===== src/logic/rfs_pkg.sv =====
// Functional notes
// - Secondary buffer mode field, reset crystal
// - Primary buffer mode field, reset differential
// - Synth B reference choice field, reset pin
// - Synth B pin: low/mid secondary, high auto
// - Synth A reference choice field, reset pin
// - Synth A pin: low primary, mid/high auto
// - Control bit skips the glitch-free multiplexer
// - Secondary crystal off after switch unless kept
// - Secondary buffer gain bit, reset maximum
// - Primary buffer gain bit, reset maximum
package rfs_pkg;

  // ==========================================================================
  // Register map
  // ==========================================================================
  // Byte offsets of the two registers on the plain register port.
  localparam logic [7:0] SEL_OFFSET = 8'h32;
  localparam logic [7:0] CTL_OFFSET = 8'h33;
  // Reset values: secondary crystal, primary differential, both pin-controlled.
  localparam logic [7:0] SEL_RESET = 8'h95;
  // Reset value: multiplexer used, crystal released, both gains maximum.
  localparam logic [7:0] CTL_RESET = 8'h03;

  // ==========================================================================
  // Field positions
  // ==========================================================================
  // Low bit of each two-bit field of the select register.
  localparam int SEC_MODE_LSB = 6;
  localparam int PRI_MODE_LSB = 4;
  localparam int SYN_B_LSB = 2;
  localparam int SYN_A_LSB = 0;
  // Single bits of the control register.
  localparam int MUX_SKIP_BIT = 7;
  localparam int KEEP_ON_BIT = 2;
  localparam int SEC_GAIN_BIT = 1;
  localparam int PRI_GAIN_BIT = 0;

  // ==========================================================================
  // Encodings
  // ==========================================================================
  // Buffer modes; the primary buffer treats both upper codes as disabled.
  localparam logic [1:0] BUF_SINGLE = 2'h0;
  localparam logic [1:0] BUF_DIFF = 2'h1;
  localparam logic [1:0] BUF_CRYSTAL = 2'h2;
  localparam logic [1:0] BUF_OFF = 2'h3;
  // Reference choices of each synthesizer.
  localparam logic [1:0] CHOICE_AUTO = 2'h0;
  localparam logic [1:0] CHOICE_PIN = 2'h1;
  localparam logic [1:0] CHOICE_PRI = 2'h2;
  localparam logic [1:0] CHOICE_SEC = 2'h3;
  // Three-level pin as reported by the pad comparators; code 3 reads as high.
  localparam logic [1:0] PIN_LOW = 2'h0;
  localparam logic [1:0] PIN_MID = 2'h1;
  localparam logic [1:0] PIN_HIGH = 2'h2;

endpackage


===== src/logic/rfs_ref_chooser.sv =====
`timescale 1ns/1ps
// ============================================================================
// Reference chooser for one synthesizer
// ============================================================================
// Purely combinational; the caller registers the result.
module rfs_ref_chooser #(
  // One for synth B, whose pin table differs from that of synth A.
  parameter bit IS_SYNTH_B = 1'b0
) (
  // Configuration and conditions.
  input wire logic [1:0] i_choice,
  input wire logic [1:0] i_pin_level,
  input wire logic i_primary_lost,
  input wire logic i_secondary_lost,
  // Result: high when the secondary input feeds this synthesizer.
  output logic o_use_secondary
);

  // Automatic pick, kept apart so both the mode and the pin can use it.
  logic auto_sec;

  // Leave the primary only when it is lost and the secondary is alive.
  assign auto_sec = i_primary_lost && !i_secondary_lost;

  // Decode the choice; the pin only matters in pin-controlled mode.
  always_comb begin
    case (i_choice)
      rfs_pkg::CHOICE_AUTO: o_use_secondary = auto_sec;
      rfs_pkg::CHOICE_PRI: o_use_secondary = 1'b0;
      rfs_pkg::CHOICE_SEC: o_use_secondary = 1'b1;
      default: begin
        if (IS_SYNTH_B) begin
          // Low and mid force the secondary; high hands over to automatic.
          o_use_secondary = (i_pin_level[1]) ? auto_sec : 1'b1;
        end else begin
          // Low forces the primary; mid and high hand over to automatic.
          o_use_secondary = (i_pin_level == rfs_pkg::PIN_LOW) ? 1'b0 : auto_sec;
        end
      end
    endcase
  end

endmodule // rfs_ref_chooser


===== src/logic/rfs_reference_input_select.sv =====
`timescale 1ns/1ps
// ============================================================================
// Reference input selection and buffer configuration
// ============================================================================
// Holds the select and control registers, decodes them into buffer and
// multiplexer controls, and picks a reference for each synthesizer.
module rfs_reference_input_select (
  // Clock and reset.
  input wire logic i_core_clk,
  input wire logic i_rst_n,
  // Register port.
  input wire logic [7:0] i_addr,
  input wire logic [7:0] i_wr_data,
  input wire logic i_wr_en,
  input wire logic i_rd_en,
  output logic [7:0] o_rd_data,
  // Pins and clock monitors, asynchronous to the core clock.
  input wire logic [1:0] i_ref_pin_level,
  input wire logic i_primary_lost,
  input wire logic i_secondary_lost,
  // Primary buffer controls.
  output logic [1:0] o_primary_buf_mode,
  output logic o_primary_buf_on,
  output logic o_primary_buf_gain_max,
  // Secondary buffer controls.
  output logic [1:0] o_secondary_buf_mode,
  output logic o_secondary_buf_on,
  output logic o_secondary_buf_gain_max,
  // Multiplexer and synthesizer reference controls.
  output logic o_glitchfree_mux_skip,
  output logic o_synth_a_use_secondary,
  output logic o_synth_b_use_secondary
);

  // ==========================================================================
  // Register file
  // ==========================================================================
  // Select register: buffer modes and reference choices.
  logic [7:0] sel_reg;
  logic [7:0] sel_next;
  // Control register; bits 6 to 3 are stored and read back but steer nothing.
  logic [7:0] ctl_reg;
  logic [7:0] ctl_next;
  // Read data, valid only in the cycle after the read strobe.
  logic [7:0] rd_data_reg;
  logic [7:0] rd_data_next;
  // Decoded strobes.
  logic wr_sel;
  logic wr_ctl;

  assign wr_sel = i_wr_en && (i_addr == rfs_pkg::SEL_OFFSET);
  assign wr_ctl = i_wr_en && (i_addr == rfs_pkg::CTL_OFFSET);

  // Writes store whole bytes; unmapped addresses read as zero.
  always_comb begin
    sel_next = sel_reg;
    ctl_next = ctl_reg;
    rd_data_next = 8'h00;
    if (wr_sel) begin
      sel_next = i_wr_data;
    end
    if (wr_ctl) begin
      ctl_next = i_wr_data;
    end
    if (i_rd_en) begin
      if (i_addr == rfs_pkg::SEL_OFFSET) begin
        rd_data_next = sel_reg;
      end else if (i_addr == rfs_pkg::CTL_OFFSET) begin
        rd_data_next = ctl_reg;
      end
    end
  end

  // Register the file; reset loads the documented defaults.
  always_ff @(posedge i_core_clk) begin
    if (!i_rst_n) begin
      sel_reg <= rfs_pkg::SEL_RESET;
      ctl_reg <= rfs_pkg::CTL_RESET;
      rd_data_reg <= 8'h00;
    end else begin
      sel_reg <= sel_next;
      ctl_reg <= ctl_next;
      rd_data_reg <= rd_data_next;
    end
  end

  // ==========================================================================
  // Input synchronisers
  // ==========================================================================
  // The pin level is two bits; each bit is synchronised on its own, so a
  // step from mid to high may show low or high for one cycle. A pin-controlled
  // pick can therefore blip once; the pin should not move while it is in use.
  logic [1:0] pin_meta_reg;
  logic [1:0] pin_sync_reg;
  logic [1:0] lost_meta_reg;
  logic [1:0] lost_sync_reg;

  // Two flip-flops per input; only the second stage is read below.
  always_ff @(posedge i_core_clk) begin
    if (!i_rst_n) begin
      pin_meta_reg <= 2'h0;
      pin_sync_reg <= 2'h0;
      lost_meta_reg <= 2'h0;
      lost_sync_reg <= 2'h0;
    end else begin
      pin_meta_reg <= i_ref_pin_level;
      pin_sync_reg <= pin_meta_reg;
      lost_meta_reg <= {i_secondary_lost, i_primary_lost};
      lost_sync_reg <= lost_meta_reg;
    end
  end

  // ==========================================================================
  // Reference choice per synthesizer
  // ==========================================================================
  // Combinational picks for the two synthesizers.
  logic syn_a_sec;
  logic syn_b_sec;

  // Synth A: pin low forces primary.
  rfs_ref_chooser #(
    .IS_SYNTH_B(1'b0)
  ) u_chooser_a (
    .i_choice(sel_reg[rfs_pkg::SYN_A_LSB +: 2]),
    .i_pin_level(pin_sync_reg),
    .i_primary_lost(lost_sync_reg[0]),
    .i_secondary_lost(lost_sync_reg[1]),
    .o_use_secondary(syn_a_sec)
  );

  // Synth B: pin low or mid forces secondary.
  rfs_ref_chooser #(
    .IS_SYNTH_B(1'b1)
  ) u_chooser_b (
    .i_choice(sel_reg[rfs_pkg::SYN_B_LSB +: 2]),
    .i_pin_level(pin_sync_reg),
    .i_primary_lost(lost_sync_reg[0]),
    .i_secondary_lost(lost_sync_reg[1]),
    .o_use_secondary(syn_b_sec)
  );

  // ==========================================================================
  // Output controls
  // ==========================================================================
  // Fields taken apart for readability.
  logic [1:0] sec_mode;
  logic [1:0] pri_mode;
  // Sticky: a synthesizer changed input since the select register was written.
  logic switched_reg;
  logic switched_next;
  logic switch_event;
  // Next values of the registered outputs.
  logic pri_on_next;
  logic sec_on_next;

  assign sec_mode = sel_reg[rfs_pkg::SEC_MODE_LSB +: 2];
  assign pri_mode = sel_reg[rfs_pkg::PRI_MODE_LSB +: 2];
  assign switch_event = (syn_a_sec != o_synth_a_use_secondary) ||
                        (syn_b_sec != o_synth_b_use_secondary);

  // Decode the buffer controls. A crystal that nobody uses any more is shut
  // down after a switch to save power, unless software asks to keep it warm
  // for a fast return. A new select write rearms the crystal.
  always_comb begin
    switched_next = switched_reg;
    if (wr_sel) begin
      switched_next = 1'b0;
    end
    // The switch wins over a clearing write in the same cycle.
    if (switch_event) begin
      switched_next = 1'b1;
    end
    pri_on_next = !pri_mode[1];
    sec_on_next = (sec_mode != rfs_pkg::BUF_OFF);
    if ((sec_mode == rfs_pkg::BUF_CRYSTAL) && switched_reg && !syn_a_sec && !syn_b_sec &&
        !ctl_reg[rfs_pkg::KEEP_ON_BIT]) begin
      sec_on_next = 1'b0;
    end
  end

  // Every output comes from a flip-flop, one cycle behind the registers.
  always_ff @(posedge i_core_clk) begin
    if (!i_rst_n) begin
      switched_reg <= 1'b0;
      o_primary_buf_mode <= rfs_pkg::BUF_DIFF;
      o_primary_buf_on <= 1'b1;
      o_primary_buf_gain_max <= 1'b1;
      o_secondary_buf_mode <= rfs_pkg::BUF_CRYSTAL;
      o_secondary_buf_on <= 1'b1;
      o_secondary_buf_gain_max <= 1'b1;
      o_glitchfree_mux_skip <= 1'b0;
      o_synth_a_use_secondary <= 1'b0;
      o_synth_b_use_secondary <= 1'b0;
    end else begin
      switched_reg <= switched_next;
      o_primary_buf_mode <= pri_mode;
      o_primary_buf_on <= pri_on_next;
      o_primary_buf_gain_max <= ctl_reg[rfs_pkg::PRI_GAIN_BIT];
      o_secondary_buf_mode <= sec_mode;
      o_secondary_buf_on <= sec_on_next;
      o_secondary_buf_gain_max <= ctl_reg[rfs_pkg::SEC_GAIN_BIT];
      o_glitchfree_mux_skip <= ctl_reg[rfs_pkg::MUX_SKIP_BIT];
      o_synth_a_use_secondary <= syn_a_sec;
      o_synth_b_use_secondary <= syn_b_sec;
    end
  end

  assign o_rd_data = rd_data_reg;
endmodule // rfs_reference_input_select


===== config.mk =====
export PLATFORM = sky130hd
export DESIGN_NAME = rfs_reference_input_select
export DESIGN_NICKNAME = d
export VERILOG_FILES = /design/src/logic/rfs_pkg.sv /design/src/logic/rfs_ref_chooser.sv /design/src/logic/rfs_reference_input_select.sv
export SDC_FILE = /design/constraint.sdc
export NUM_CORES = 1
export LEC_CHECK = 0
export BUFFER_PORTS_ARGS = -buffer_cell sky130_fd_sc_hd__buf_4
export CAP_MARGIN = 30
export CORE_ASPECT_RATIO = 0.6
export CORE_MARGIN = 2
export CORE_UTILIZATION = 32
export CTS_CLUSTER_DIAMETER = 200
export DETAILED_ROUTE_END_ITERATION = 16
export MAX_ROUTING_LAYER = met4
export PLACE_DENSITY = 0.59
export RECOVER_POWER = 25
export SLEW_MARGIN = 15
export SYNTH_ARGS = -nofsm -noshare
export SYNTH_HDL_FRONTEND = slang
export SYNTH_SLANG_ARGS = --single-unit
export TNS_END_PERCENT = 1

===== constraint.sdc =====
create_clock -name i_core_clk -period 1.5 [get_ports i_core_clk]
set_input_delay 0.075 -clock i_core_clk [delete_from_list [all_inputs] [get_ports i_core_clk]]
set_output_delay 0.075 -clock i_core_clk [all_outputs]
set_load 0.005 [all_outputs]

==> results of run 1 <==
## cells by family after synthesis
logic type | synth area share (%)
compound gates | 9.46
xor+xnor | 1.17
buf+inv | 3.85
flops | 59.0
simple gates | 26.6
## cells in the mapped netlist
cell	n	area, sq um
a21oi_1	10	50.1
a22oi_1	8	60.1
a2bb2oi_1	1	8.76
a31oi_1	1	6.26
and2_1	10	62.6
and3b_1	1	8.76
and4_1	1	8.76
and4b_1	1	10.0
and4bb_1	1	12.5
buf_4	2	15.0
buf_6	1	11.3
clkbuf_1	5	18.8
clkbuf_2	1	5.00
dfxtp_1	44	881
inv_1	2	7.51
nand2_1	20	75.1
nand2b_1	6	37.5
nand3_1	22	110
nand4_1	1	6.26
nand4b_1	1	8.76
nor2_1	11	41.3
nor3b_1	2	15.0
o211ai_1	1	7.51
o31a_1	1	8.76
xor2_1	2	17.5
## routing by layer
metal | track usage, % | up-vias | wire length, microns
li1 | - | 623 | -
met1 | 18.9 | 522 | 1730
met2 | 18.2 | 39 | 1270
met3 | 4.97 | 6 | 247
met4 | 7.68 | 0 | 63
met5 | - | - | 0
## power by group
group          leakage (nW)  total (mW)  switching [mW]  internal, mW
clock network        0.0552       0.886           0.392         0.494
registers             0.357        1.19         0.00651          1.18
logic                 0.427       0.117          0.0532        0.0638
total                 0.839        2.19           0.452          1.74
## path summary, 6_finish.rpt
check | startpoint | endpoint | slack (ns)
setup / recovery | sel_reg[0] | o_secondary_buf_on | 0.29
hold / removal | i_wr_data[7] | sel_reg[7] | 0.02
setup reg to reg | sel_reg[0] | o_secondary_buf_on | 0.29
hold reg to reg | sel_reg[5] | o_primary_buf_on | 0.43
## stage by stage
stage	hold WS, ns	util (%)	power (mW)	area (sq um)	setup slack (ns)
2_1_floorplan	0.148	-	1.26	1490	0.390
3_3_place_gp	0.287	41.1	1.33	1870	0.285
3_5_place_dp	0.287	41.1	1.33	1870	0.270
4_1_cts	0.0143	44.4	2.21	2020	0.285
5_1_grt	0.0406	44.4	2.28	2020	0.200
6_report	0.0194	44.4	2.19	2020	0.293
## cell usage in the layout (no fill, tap or decap)
cell,n
and2_1,6
nand4b_1,1
inv_1,2
nor3b_1,2
a22oi_1,8
xor2_1,2
and2_0,4
clkbuf_8,5
nor2_1,11
and3b_1,1
o31a_1,1
clkinv_2,1
clkbuf_1,1
nand4_1,1
nand3_1,22
nand2b_1,6
dfxtp_1,44
nand2_1,20
dlygate4sd3_1,4
o211ai_1,1
a31oi_1,1
buf_4,43
and4_1,1
and4bb_1,1
and4b_1,1
clkbuf_4,3
bufinv_16,1
a21oi_1,10
a2bb2oi_1,1
## area by class of cell
class | instances | share of cell area, %
clock inverter | 2 | 1.74
sequential | 44 | 43.7
timing repair buffer | 50 | 19.1
inverter | 2 | 0.372
clock buffer | 6 | 3.60
multi-input combinational | 101 | 27.6
tap | 63 | 3.91
## critical path: stages (launching register included)
cell      delay [ns]
dfxtp_1         0.34
nor3b_1         0.14
o31a_1          0.31
and4b_1         0.20
o211ai_1        0.15
## repair_timing
action | CTS | global route
endpoints found under the hold margin | 4 | 0
hold buffers | 4 | 0
setup endpoints to repair | 0 | 0
gates resized for setup | 0 | 0
==> impl_results.md, run 1 <==
* Status: finished clean
* Avg Inst Size Synth at approximately 9.6 sq um
* VDD IR max at roughly 0.43 mV
* RSZ-0062 raised after global routing: no
* GRT overflow at 0
* Clock sink count at 44
* Crit path arrival time at 1.43 ns
* CTS root buf: clkbuf_8
* Post-synth design cell area at 1490 sq um
* Least-Margin Pin Slew at 0.447 ns
* Max transition margin at ~70%
* Total negative slack at 0 ns
* Core area at roughly 4500 sq um
* Net Count, Synth at 180
* Num rows at 19
* Synthesis warning total at 0
* Post-CTS Setup Inserts at 0
* CP endpoint kind: flop
* Total wire length at around 3300 microns
* DR WL/cell at approximately 12 microns
* Clock tree buffer depth at 2
* Crit path launch type: flop
* R2r worst-path depth at 4
* DRT Pass-1 Iters at 4
* Post-synthesis cell count at ~160
* Worst Skew at 0.00538 ns
* Dpl hpwl at between 2000 and 2500 microns
* Worst Path Required at 1.72 ns
* Final number of hold-violating endpoints at 0
* Initial core utilization at between 30 and 40%
* Final Wtd Congestion at 0.762
* Via density at about 4.4
* H-Tree Depth at 2
* Routed Antenna Nets at 0
* CTS tree: done
* Die W at 92.2 microns
* Sequential cell area fraction in the yosys report at a little under 60%
* Nets at 228
* Clk slew on worst S/H paths at approximately 0.080 ns
* Total track usage at 14.0%
* DRC at 0
* Final Max Tran Viols at 0
* Max-Cap Viols at 0
* Leak at approximately 0.84 nW
* Share of cells above drive strength 1 at approximately a quarter
* PortBufs at 42
* Final setup fails at 0
* Ant diodes at 0
* Area grow syn2layout at 34.9%
* PD cells at between 1000 and 1500 nW/um^2
* Seq cells post-synth at 44
* Initial antenna violation count at 0
* Fmax at between 0.8 and 0.9 GHz
* Total CTS buffers at 5
* Multi-input gate area at 556 sq um
* Vias in the first global route at roughly 1100
* Worst-Skew Late Latency at ~0.3 ns
* Largest net degree at the start of global routing at 25
* Fin crit period at about 1.2 ns
* Fin cells at about 270
* Crit-path max FO at 4
* Hold path depth at 3
* Netlist cell types at 25
* Global-route wire length before repair at between 5000 and 6000 microns
* Die Ht at 56.9 microns
* Sequential Area at 881 sq um
* Full die area at roughly 5200 sq um
* Worst setup path category: reg2reg
* Filler instances at around 470
* Post-Place Cells at about 260
* I/O Pins at 43
* Via count at between 1000 and 1500
* Part of the cycle the worst path needs at around four fifths
* Hold Crit Class: in2reg
* Initial detailed-routing violation count at 50
No activity file was read; power rests on OpenSTA's default activity.
==> run 2: changes to the inputs <==
- PLACE_DENSITY: 0.59 -> 0.61
- clock period: 1.5 -> 1.1 ns (I/O delays scaled with it)
==> impl_results.md, run 2 (synthesis gave the netlist of run 1 again) <==
* Status: finished with violations
* Failing checks: setup timing
* Min-delay src: i_rst_n
* Total CTS buffers at 5 (unchanged)
* Crit-path max FO at 3 (-1)
* Ant diodes at 0 (unchanged)
* Least-Margin Pin Slew at 0.445 ns (-0.00170 ns)
* Worst Path Required at 1.31 ns (-0.41 ns)
* Largest net degree at the start of global routing at 19 (-24%)
* Hold EP: o_secondary_buf_mode[1]
* RSZ-0062 raised after global routing: yes
* Part of the cycle the worst path needs at 108% (+28 points)
* Final setup fails at 3 (+3)
* Final Wtd Congestion at 0.794 (+4.2%)
* Die W at 92.2 microns (unchanged)
* Global-route wire length before repair at 5660 microns (+6.5%)
* R2r worst-path depth at 4 (unchanged)
* DRC at 0 (unchanged)
* Share of cells above drive strength 1 at 30.0% (+4.2 points)
* Fin crit period at 1.19 ns (-0.0161 ns)
* Core area at 4540 sq um (unchanged)
* DRT Pass-1 Iters at 4 (unchanged)
* Crit path launch type: flop
* CTS root buf: clkbuf_8
* Final Max Tran Viols at 0 (unchanged)
* I/O Pins at 43 (unchanged)
* Max-Cap Viols at 0 (unchanged)
* Worst reg2reg path startpoint: lost_sync_reg[1]
* Post-route setup slack at -0.0908 ns (-0.384 ns)
* Clock tree buffer depth at 2 (unchanged)
* Routed Antenna Nets at 0 (unchanged)
* Sequential Area at 882 sq um (+0.14%)
* Nets at 236 (+3.5%)
* Most frequent cells in the layout: 49 x buf_4, 43 x dfxtp_1, 22 x nand3_1, 20 x nand2_1, 11 x nor2_1
* Multi-input gate area at 569 sq um (+2.5%)
* Dpl hpwl at 2300 microns (+1.3%)
* Vias in the first global route at 1207 (+11%)
* Worst setup path category: reg2reg
* Via count at 1235 (+3.8%)
* Initial core utilization at 32.9% (unchanged)
* Hold path depth at 2 (-1)
* Initial detailed-routing violation count at 46 (-8.0%)
* Worst-Skew Late Latency at 0.29 ns (about the same)
* Final hold slack at 0.00972 ns (-0.00966 ns)
* Fmax at 0.840 GHz (+1.4%)
* Clk slew on worst S/H paths at 0.08 ns (about the same)
* Slowest stage delay, CP at 0.31 ns (-0.03 ns)
* Worst Skew at 0.00267 ns (-0.00271 ns)
* GRT overflow at 0 (unchanged)
* Total wire length at 3350 microns (+1.1%)
* Crit path arrival time at 1.40 ns (-0.03 ns)
* DR WL/cell at 12.1 microns (-1.8%)
* Full die area at 5250 sq um (unchanged)
* Tot Pwr at 3.11 mW (+42%)
* Critical path, cell by cell: nand2b_4 > o31a_1 > and4b_1 > o211ai_1
* Area grow syn2layout at 42.2%
* Crit-path slowest cell: o31a_1
* Total track usage at 14.5% (+0.45 points)
* PortBufs at 42 (unchanged)
* Flop2flop setup slack at -0.09 ns (-0.38 ns)
* H-Tree Depth at 2 (unchanged)
* PD cells at 1470 nW/um^2 (+35%)
* Total negative slack at -0.177 ns (-0.177 ns)
* Final number of hold-violating endpoints at 0 (unchanged)
* Via density at 4.47 (+0.77%)
* Filler instances at 437 (-7.6%)
* Most common cell after layout, fill and taps aside: buf_4
* VDD IR max at 0.594 mV (+39%)
* Worst r2r dst: o_secondary_buf_on
* Final Core Density at 46.8% (+2.4 points)
* Clock sink count at 44 (unchanged)
* Leak at 0.893 nW (+6.4%)
* Die Ht at 56.9 microns (unchanged)
* Max transition margin at 70.3% (+0.11 points)
* Num rows at 19 (unchanged)
* Hold Crit Class: in2reg
* Initial antenna violation count at 0 (unchanged)
* CTS tree: done
* CP endpoint kind: flop
run 2: cell type report:
type	count	area share, %
Clock buffer	7	4.53
Inverter	2	0.353
Multi-Input combinational cell	101	26.8
Clock inverter	1	1.41
Sequential cell	44	41.5
Timing Repair Buffer	58	21.7
Tap cell	63	3.71
run 2: worst max path at each step:
stage	start	end	slack [ns]
3_3_place_gp	lost_sync_reg[1]	o_secondary_buf_on	-0.14
3_5_place_dp	lost_sync_reg[1]	o_secondary_buf_on	-0.11
5_1_grt	lost_sync_reg[1]	o_secondary_buf_on	-0.14
6_report	lost_sync_reg[1]	o_secondary_buf_on	-0.09
4_1_cts	sel_reg[0]	o_secondary_buf_on	-0.08
2_1_floorplan	lost_sync_reg[1]	o_secondary_buf_on	0.007
run 2: where the power goes:
part / total, mW / switching [mW] / leakage (nW) / internal, mW
registers: 1.62 / 0.00862 / 0.358 / 1.61
logic: 0.172 / 0.0743 / 0.471 / 0.0981
clock network: 1.32 / 0.518 / 0.0645 / 0.801
total: 3.11 / 0.601 / 0.893 / 2.51
run 2: per-layer routing:
layer / global-route usage, % / routed length, microns / up-vias
met1: 19.1 / 1730 / 553
met5: - / 0 / -
li1: - / - / 641
met2: 21.0 / 1370 / 39
met3: 4.97 / 233 / 2
met4: 4.48 / 14 / 0
run 2: worst max-delay path, delay by kind of cell (launching register included):
kind,cells,cell delay [ns]
AND/OR/NAND/NOR,2,0.34
flip-flops,1,0.30
AO/OA/AOI/OAI,2,0.48
run 2: timing repair:
item | CTS | global route
setup buffers | 1 | 1
gates resized for setup | 3 | 0
pin swaps | 2 | 1
hold buffers | 5 | 0
endpoints found under the setup margin | 2 | 2
hold endpoints to repair | 5 | 0
run 2: metrics by stage:
step | cell area (sq um) | std cells | worst slack [ns]
finish | 2120 | 276 | -0.0908
global route | 2120 | 276 | -0.140
CTS | 2120 | 275 | -0.0835
detailed placement | 1920 | 261 | -0.111
global placement | 1920 | 261 | -0.136
floorplan | 1490 | 156 | 0.00717
